[config.mk]
export PLATFORM = sky130hd
export DESIGN_NAME = scpi_message_parser
export DESIGN_NICKNAME = d
export VERILOG_FILES = /design/src/logic/scpi_pkg.sv /design/src/logic/kw_matcher.sv /design/src/logic/scpi_message_parser.sv
export VERILOG_INCLUDE_DIRS = /design/src /design/src/logic
export SDC_FILE = /design/constraint.sdc
export NUM_CORES = 1
export LEC_CHECK = 0
export BUFFER_PORTS_ARGS = -buffer_cell sky130_fd_sc_hd__buf_2
export CORE_MARGIN = 2
export CORE_UTILIZATION = 25
export DETAILED_ROUTE_END_ITERATION = 12
export PLACE_DENSITY_LB_ADDON = 0.08
export SETUP_SLACK_MARGIN = 0.1
export SLEW_MARGIN = 20
export SYNTH_ARGS = -nofsm -noshare
export SYNTH_HDL_FRONTEND = slang
export SYNTH_SLANG_ARGS = --single-unit
[constraint.sdc]
create_clock -name core_clk_in -period 3.53 [get_ports core_clk_in]
set_input_delay 0.353 -clock core_clk_in [delete_from_list [all_inputs] [get_ports core_clk_in]]
set_output_delay 0.353 -clock core_clk_in [all_outputs]
set_load 0.05 [all_outputs]
[src/logic/scpi_params.svh]
/*
  Character codes and sizes for the program message parser.
  Assumes 8-bit characters on the input stream.
*/
`ifndef SCPI_PARAMS_SVH
`define SCPI_PARAMS_SVH

`define CHAR_NL 8'h0a
`define CHAR_SPACE 8'h20
`define CHAR_QUOTE 8'h22
`define CHAR_STAR 8'h2a
`define CHAR_COMMA 8'h2c
`define CHAR_COLON 8'h3a
`define CHAR_SEMI 8'h3b
`define CHAR_QMARK 8'h3f
`define CASE_DELTA 8'h20
`define KW_MAX 10
`define KW_COUNT 8
`define KW_LEN_W 4
`define KW_IDX_W 3

`endif

[src/logic/scpi_pkg.sv]
/*
  Types shared by the program message parser and its keyword matcher.
  Assumes scpi_params.svh is on the include path.
*/
`default_nettype none
`include "scpi_params.svh"

package scpi_pkg;

  typedef enum logic [1:0] {
    ST_KEY = 2'b00,
    ST_DATA = 2'b01,
    ST_QUERY = 2'b11,
    ST_DISCARD = 2'b10
  } parse_state_t;

  typedef struct packed {
    logic kw_valid;
    logic [`KW_IDX_W-1:0] kw_index;
    logic query;
    logic root;
    logic data_valid;
    logic [7:0] data_char;
    logic unit_end;
    logic msg_end;
  } unit_evt_t;

endpackage
`default_nettype wire

[src/logic/kw_matcher.sv]
/*
  Combinational keyword matcher: compares a folded keyword against the
  keyword table in long and short form.
  Assumes the caller holds the keyword, first character in the low byte.
*/
`timescale 1ns/1ns
`default_nettype none
`include "scpi_params.svh"

module kw_matcher (
  input wire logic [8*`KW_MAX-1:0] kw_flat_in,
  input wire logic [`KW_LEN_W-1:0] kw_len_in,
  output logic hit_out,
  output logic [`KW_IDX_W-1:0] index_out
);

  // Long forms, right aligned: first letter in the highest used byte
  localparam logic [8*`KW_MAX-1:0] KW_TEXT [`KW_COUNT] = '{
    "VOLTAGE", "CURRENT", "MEASURE", "LEVEL",
    "IMMEDIATE", "STATUS", "MODE", "DIAGNOSTIC"
  };
  localparam logic [`KW_LEN_W-1:0] KW_LEN [`KW_COUNT] = '{
    4'h7, 4'h7, 4'h7, 4'h5, 4'h9, 4'h6, 4'h4, 4'ha
  };
  localparam logic [`KW_COUNT-1:0] KW_LONG_ONLY = 8'h80;

  function automatic logic [`KW_LEN_W-1:0] short_len(
    input logic [8*`KW_MAX-1:0] w,
    input logic [`KW_LEN_W-1:0] l
  );
    logic [7:0] c4;
    c4 = 8'h00;
    if (l <= 4'h4) begin
      short_len = l;
    end else begin
      c4 = w[8*(int'(l)-4) +: 8];
      if (c4 == "A" || c4 == "E" || c4 == "I" || c4 == "O" || c4 == "U") begin
        short_len = 4'h3;
      end else begin
        short_len = 4'h4;
      end
    end
  endfunction

  logic [`KW_COUNT-1:0] ok;

  for (genvar e = 0; e < `KW_COUNT; e++) begin : g_ent
    logic eq;
    always_comb begin
      eq = 1'b1;
      for (int j = 0; j < `KW_MAX; j++) begin
        if (j < int'(kw_len_in) && j < int'(KW_LEN[e])) begin
          if (kw_flat_in[8*j +: 8] !=
              KW_TEXT[e][8*(int'(KW_LEN[e])-1-j) +: 8]) begin
            eq = 1'b0;
          end
        end
      end
    end
    // whole short or whole long form only
    // long-only entries refuse the short form
    assign ok[e] = eq && (kw_len_in == KW_LEN[e] || (!KW_LONG_ONLY[e] &&
                   kw_len_in == short_len(KW_TEXT[e], KW_LEN[e])));
  end

  always_comb begin
    hit_out = 1'b0;
    index_out = '0;
    for (int e = `KW_COUNT-1; e >= 0; e--) begin
      if (ok[e]) begin
        hit_out = 1'b1;
        index_out = e[`KW_IDX_W-1:0];
      end
    end
  end

endmodule
`default_nettype wire

[src/logic/scpi_message_parser.sv]
/*
  Program message parser: splits a character stream into keywords,
  queries, data characters, unit and message ends, with error reporting.
  Assumes the character source runs on core_clk_in and offers at most
  one character per cycle; no back-pressure is needed.
*/
`timescale 1ns/1ns
`default_nettype none
`include "scpi_params.svh"

// Function
// - A character received with end-of-line asserted terminates the message.
// - One data parameter may follow the keyword after a single space.
// - Extra spaces outside double quotes are a syntax error.
// - A keyword ends only on space, comma, semicolon, colon, ?, newline or end-of-line.
// - Short form is whole word, or first four, or three if fourth vowel.
// - Only the exact short or long form matches; others are errors.
// - Some keywords accept only their long form.
// - Lower-case letters are folded to upper case before matching.
// - Characters inside double quotes pass without case folding.
// - A colon between keywords separates them.
// - A question mark after the last keyword makes a query.
// - A semicolon marks the boundary between message units.
// - Newline completes the message and returns to the tree root.
// - A colon before a unit's first keyword is a root specifier.
module scpi_message_parser (
  input wire logic core_clk_in,
  input wire logic reset_in,
  input wire logic char_valid_in,
  input wire logic [7:0] char_in,
  input wire logic eol_in,
  output var scpi_pkg::unit_evt_t unit_out,
  output logic error_out
);

  scpi_pkg::parse_state_t state_r, state_nxt;
  logic [7:0] kw_buf_r [`KW_MAX];
  logic [7:0] kw_buf_nxt [`KW_MAX];
  logic [`KW_LEN_W-1:0] kw_len_r, kw_len_nxt;
  logic unit_start_r, unit_start_nxt;
  logic need_kw_r, need_kw_nxt;
  logic data_any_r, data_any_nxt;
  logic in_quote_r, in_quote_nxt;
  scpi_pkg::unit_evt_t unit_r, unit_nxt;
  logic error_r, error_nxt;
  logic [8*`KW_MAX-1:0] kw_flat;
  logic match_hit;
  logic [`KW_IDX_W-1:0] match_idx;
  logic term, fin, fin_query, kw_char;
  logic [7:0] c;

  for (genvar i = 0; i < `KW_MAX; i++) begin : g_flat
    assign kw_flat[8*i +: 8] = kw_buf_r[i];
  end

  kw_matcher u_match (
    .kw_flat_in(kw_flat),
    .kw_len_in(kw_len_r),
    .hit_out(match_hit),
    .index_out(match_idx)
  );

  // end-of-line flag counts as a newline
  assign term = (char_in == `CHAR_NL) || eol_in;

  assign c = (!in_quote_r && char_in >= "a" && char_in <= "z") ?
             char_in - `CASE_DELTA : char_in;

  assign kw_char = (c >= "A" && c <= "Z") || (c >= "0" && c <= "9") ||
                   (c == `CHAR_STAR);

  always_comb begin
    state_nxt = state_r;
    kw_buf_nxt = kw_buf_r;
    kw_len_nxt = kw_len_r;
    unit_start_nxt = unit_start_r;
    need_kw_nxt = need_kw_r;
    data_any_nxt = data_any_r;
    in_quote_nxt = in_quote_r;
    unit_nxt = '0;
    error_nxt = 1'b0;
    fin = 1'b0;
    fin_query = 1'b0;
    if (char_valid_in) begin
      if (term) begin
        // back to root after the message
        unit_nxt.msg_end = 1'b1;
        state_nxt = scpi_pkg::ST_KEY;
        kw_len_nxt = '0;
        unit_start_nxt = 1'b1;
        need_kw_nxt = 1'b0;
        data_any_nxt = 1'b0;
        in_quote_nxt = 1'b0;
        case (state_r)
          scpi_pkg::ST_KEY: begin
            if (kw_len_r != '0) begin
              fin = 1'b1;
              unit_nxt.unit_end = 1'b1;
            end else if (need_kw_r) begin
              error_nxt = 1'b1;
            end
          end
          scpi_pkg::ST_DATA: begin
            unit_nxt.unit_end = 1'b1;
            error_nxt = !data_any_r || in_quote_r;
          end
          scpi_pkg::ST_QUERY: begin
            unit_nxt.unit_end = 1'b1;
          end
          default: begin
          end
        endcase
      end else begin
        case (state_r)
          scpi_pkg::ST_KEY: begin
            // only listed characters close a keyword
            if (kw_char) begin
              if (kw_len_r == 4'(`KW_MAX)) begin
                error_nxt = 1'b1;
              end else begin
                kw_buf_nxt[kw_len_r] = c;
                kw_len_nxt = kw_len_r + 4'h1;
                unit_start_nxt = 1'b0;
                need_kw_nxt = 1'b0;
              end
            end else if (c == `CHAR_COLON) begin
              if (kw_len_r != '0) begin
                fin = 1'b1;
                need_kw_nxt = 1'b1;
              end else if (unit_start_r && !need_kw_r) begin
                unit_nxt.root = 1'b1;
                unit_start_nxt = 1'b0;
                need_kw_nxt = 1'b1;
              end else begin
                error_nxt = 1'b1;
              end
            end else if (c == `CHAR_QMARK && kw_len_r != '0) begin
              fin = 1'b1;
              fin_query = 1'b1;
              state_nxt = scpi_pkg::ST_QUERY;
            end else if ((c == `CHAR_SPACE || c == `CHAR_COMMA) &&
                         kw_len_r != '0) begin
              // single space leads to the parameter
              fin = 1'b1;
              data_any_nxt = 1'b0;
              state_nxt = scpi_pkg::ST_DATA;
            end else if (c == `CHAR_SEMI && kw_len_r != '0) begin
              fin = 1'b1;
              unit_nxt.unit_end = 1'b1;
              unit_start_nxt = 1'b1;
            end else begin
              error_nxt = 1'b1;
            end
          end
          scpi_pkg::ST_QUERY: begin
            if (c == `CHAR_SPACE) begin
              data_any_nxt = 1'b0;
              state_nxt = scpi_pkg::ST_DATA;
            end else if (c == `CHAR_SEMI) begin
              unit_nxt.unit_end = 1'b1;
              unit_start_nxt = 1'b1;
              state_nxt = scpi_pkg::ST_KEY;
            end else begin
              error_nxt = 1'b1;
            end
          end
          scpi_pkg::ST_DATA: begin
            if (in_quote_r) begin
              unit_nxt.data_valid = 1'b1;
              unit_nxt.data_char = c;
              in_quote_nxt = (c != `CHAR_QUOTE);
            end else if (c == `CHAR_SPACE) begin
              // no spaces beyond the single separator
              error_nxt = 1'b1;
            end else if (c == `CHAR_SEMI) begin
              unit_nxt.unit_end = data_any_r;
              error_nxt = !data_any_r;
              unit_start_nxt = 1'b1;
              state_nxt = scpi_pkg::ST_KEY;
            end else begin
              unit_nxt.data_valid = 1'b1;
              unit_nxt.data_char = c;
              data_any_nxt = 1'b1;
              in_quote_nxt = (c == `CHAR_QUOTE);
            end
          end
          default: begin
          end
        endcase
      end
      if (fin) begin
        unit_nxt.kw_valid = 1'b1;
        unit_nxt.kw_index = match_idx;
        unit_nxt.query = fin_query;
        kw_len_nxt = '0;
        error_nxt = error_nxt || !match_hit;
      end
      // report once, then drop the rest of the message
      if (error_nxt) begin
        unit_nxt = '0;
        unit_nxt.msg_end = term;
        state_nxt = term ? scpi_pkg::ST_KEY : scpi_pkg::ST_DISCARD;
        in_quote_nxt = 1'b0;
      end
    end
  end

  always_ff @(posedge core_clk_in) begin
    if (reset_in) begin
      state_r <= scpi_pkg::ST_KEY;
      for (int i = 0; i < `KW_MAX; i++) begin
        kw_buf_r[i] <= 8'h00;
      end
      kw_len_r <= '0;
      unit_start_r <= 1'b1;
      need_kw_r <= 1'b0;
      data_any_r <= 1'b0;
      in_quote_r <= 1'b0;
      unit_r <= '0;
      error_r <= 1'b0;
    end else begin
      state_r <= state_nxt;
      kw_buf_r <= kw_buf_nxt;
      kw_len_r <= kw_len_nxt;
      unit_start_r <= unit_start_nxt;
      need_kw_r <= need_kw_nxt;
      data_any_r <= data_any_nxt;
      in_quote_r <= in_quote_nxt;
      unit_r <= unit_nxt;
      error_r <= error_nxt;
    end
  end

  assign unit_out = unit_r;
  assign error_out = error_r;
endmodule
`default_nettype wire

==> impl_metrics.env <==
export IMPL_finalCritPeriodShare_pct=90.1
export IMPL_yosys_cell_count_top_type="dfxtp_1"
export IMPL_syn_inst=654
export IMPL_leakagePower_nw=2.46
export IMPL_p_sw_share_pct=25.2
export IMPL_skew_ps=9.38
export IMPL_dr_pass1_iters=5
export IMPL_portBuffers=29
export IMPL_viasPerCell=5.20
export IMPL_critical_path_reg2reg_startpoint="kw_len_r[0]$_SDFFE_PP0P_"
export IMPL_drive_gt1_share_pct=13.6
export IMPL_gp_congestion=0.869
export IMPL_dieArea_um2=23600
export IMPL_fin_util_pct=29.0
export IMPL_synth_seq_cells=108
export IMPL_hp_start="char_in[3]"
export IMPL_outcome="completed"
export IMPL_power_density_nw_per_um2=389
export IMPL_syn_area_per_cell_um2=8.55
export IMPL_htreeDepth=3
export IMPL_grt_overflow_total=0
export IMPL_yosys_warnings=0
export IMPL_cap_violations=0
export IMPL_grt_setup_unrepaired="no"
export IMPL_synthArstFlopShare_pct=0
export IMPL_rows=54
export IMPL_cts_tree="built"
export IMPL_cp_startpoint="kw_len_r[0]$_SDFFE_PP0P_"
export IMPL_clkTransAtPathRegs_ps=80
export IMPL_start_util_pct=25.5
export IMPL_tightest_slew_ps=761
export IMPL_synth_top_area_share_pct=38.7
export IMPL_core_area_um2=21900
export IMPL_cts_root_buf="clkbuf_16"
export IMPL_clock_latency_ps=350
export IMPL_power_frac_seq_pct=49.7
export IMPL_finalPower_mw=2.47
export IMPL_track_usage_pct=15.7
export IMPL_nFillCells=2398
export IMPL_drv_slew=0
export IMPL_routedWlPerCell_um=19.1
export IMPL_synthToLayoutAreaGrowth_pct=13.5
export IMPL_postCtsHoldBufs=0
export IMPL_die_height_um=154
export IMPL_placed_cell_area_um2=6030
export IMPL_finalSetupTns_ps=0
export IMPL_cts_made_buffers=9
export IMPL_peakVddDrop_uv=256
export IMPL_drtIter0Drc=317
export IMPL_dp_hpwl_mm=13.3
export IMPL_dp_cells=939
export IMPL_seq_area_frac_synth_pct=38.7
export IMPL_min_path_type="in2reg"
export IMPL_min_period_ps=3180
export IMPL_startpoint_type="flop"
export IMPL_synth_edff_count=0
export IMPL_antenna_diode_count=0
export IMPL_combinationalPowerShare_pct=7.8
export IMPL_required_ps=3800
export IMPL_ys_flop_type="dfxtp_1"
export IMPL_synth_fp_nets=675
export IMPL_grt_antenna_before_repair=0
export IMPL_grt_pass1_wl_mm=29.1
export IMPL_drt_total_wl_mm=18.2
export IMPL_critPathMaxFanout=10
export IMPL_critical_path_class="reg2reg"
export IMPL_finalNonFillerCells=954
export IMPL_slew_headroom_pct=48.5
export IMPL_yosysTopAreaCell="dfxtp_1"
export IMPL_post_cts_buffers=0
export IMPL_die_x_um=154
export IMPL_hold_violations=0
export IMPL_synth_top_cells_by_area="dfxtp_1 (39%), nor2_1 (7.1%), mux2i_1 (6.4%)"
export IMPL_setup_violations=0
export IMPL_grt_max_degree=69
export IMPL_netSwitchingPower_uw=623
export IMPL_drc=0
export IMPL_yosys_cell_types_count=70
export IMPL_netlist_area_um2=5590
export IMPL_grt_pass1_vias=4998
export IMPL_critPathArrivalTime_ps=3450
export IMPL_cts_num_sinks=108
export IMPL_cell_internal_pwr_mw=1.85
export IMPL_vias=4961
export IMPL_clkPwrFrac_pct=42.5
export IMPL_clockBufferDepth=2
export IMPL_fmax_mhz=314
export IMPL_ant_nets=0
export IMPL_ioPinCount=30
export IMPL_synth_top_cells_by_count="dfxtp_1 (108), nor2_1 (105), a21oi_1 (50)"
export IMPL_nets=691
export IMPL_cp_end_kind="flop"
export IMPL_stdcell_area_um2=6350
## state kept, by name, summed over array words and instances (netlist names)
name / count
in_quote_r: 1
unit_out: 17
state_r: 2
data_any_r: 1
kw_buf_r: 80
need_kw_r: 1
kw_len_r: 4
error_out: 1
unit_start_r: 1
## placed cells by master, fill, tap and decap left out, types with 5 or more instances in the layout
cell | netlist | layout
and3_1 | 5 | 5
dfxtp_1 | 108 | 107
buf_2 | 12 | 29
nor2b_1 | 17 | 16
ha_1 | 9 | 9
a21oi_1 | 50 | 49
o21ai_0 | 17 | 17
nand2_1 | 45 | 45
a31oi_1 | 20 | 20
buf_4 | 3 | 15
nand3_2 | 7 | 7
nor4b_1 | 12 | 12
and3b_1 | 10 | 10
mux2i_1 | 36 | 36
nor3b_1 | 10 | 10
inv_1 | 17 | 17
nor2_1 | 105 | 105
clkbuf_16 | 0 | 9
nand4_1 | 11 | 11
nand3_1 | 13 | 13
nor4bb_1 | 9 | 9
nor3_1 | 18 | 17
nor4_1 | 8 | 8
a41oi_1 | 12 | 12
## layout make-up
type                    instances  area, µm²  share of cell area, %
clock inverters                 5       62.6                  0.986
well taps                     280        350                   5.52
inverters                      17       63.8                   1.01
clock buffers                  10        239                   3.77
repair buffers                 44        258                   4.06
multi-input cells             490       3210                   50.6
flip-flops and latches        108       2160                   34.1
## metal layers
layer  wire, µm  global-route usage [%]
met1       8750                    21.5
met5          0                       0
met4        218                    3.80
met3        687                    3.04
met2       8590                    25.6
## final timing paths
path                                             endpoint  slack [ps]  depth (start not counted)
worst max register to register     unit_out[5]$_SDFF_PP0_         350                          9
worst min register to register  kw_buf_r[40]$_SDFFE_PP0P_         480                          2
worst max-delay path               unit_out[5]$_SDFF_PP0_         350                          9
worst min-delay path            kw_buf_r[75]$_SDFFE_PP0P_         370                          3
## power groups by stage
stage	clock network, mW	registers, mW	logic (mW)
CTS	1.08	1.23	0.194
global placement	0	1.26	0.195
global route	1.13	1.23	0.211
floorplan	0	1.26	0.122
detailed placement	0	1.26	0.193
finish	1.05	1.23	0.192
## worst max-delay path, stage by stage (launching register included)
cell     delay, ps
dfxtp_1        420
ha_1           430
a21oi_2        320
a41oi_1        150
nor4b_2        350
nand2_1         90
o311a_1        440
a32oi_4        400
nand4_4        240
nor3b_1        240
## kinds of logic (layout without fill, tap and decap cells)
logic type	after synthesis	count (layout)	share of synthesized area [%]
muxes	38	38	6.85
adders and majority gates	9	9	2.01
buffers and inverters	56	76	4.23
xor gates and xnor gates	1	1	0.157
DFF	108	108	38.7
and+or+nand+nor	303	303	31.6
AOI/OAI and AO/OA	139	139	16.5
## stage by stage
stage	hold slack (ps)	worst slack [ps]
2_1_floorplan	445	905
3_5_place_dp	472	213
5_1_grt	382	122
3_3_place_gp	461	287
6_report	372	349
4_1_cts	361	183
## repair_timing
action / 4_1_cts / 5_1_grt
gates resized for setup: 0 / 5
endpoints found under the hold margin: 0 / 0
endpoints found under the setup margin: 0 / 15
Note: power is estimated with default switching activity, not from simulation.
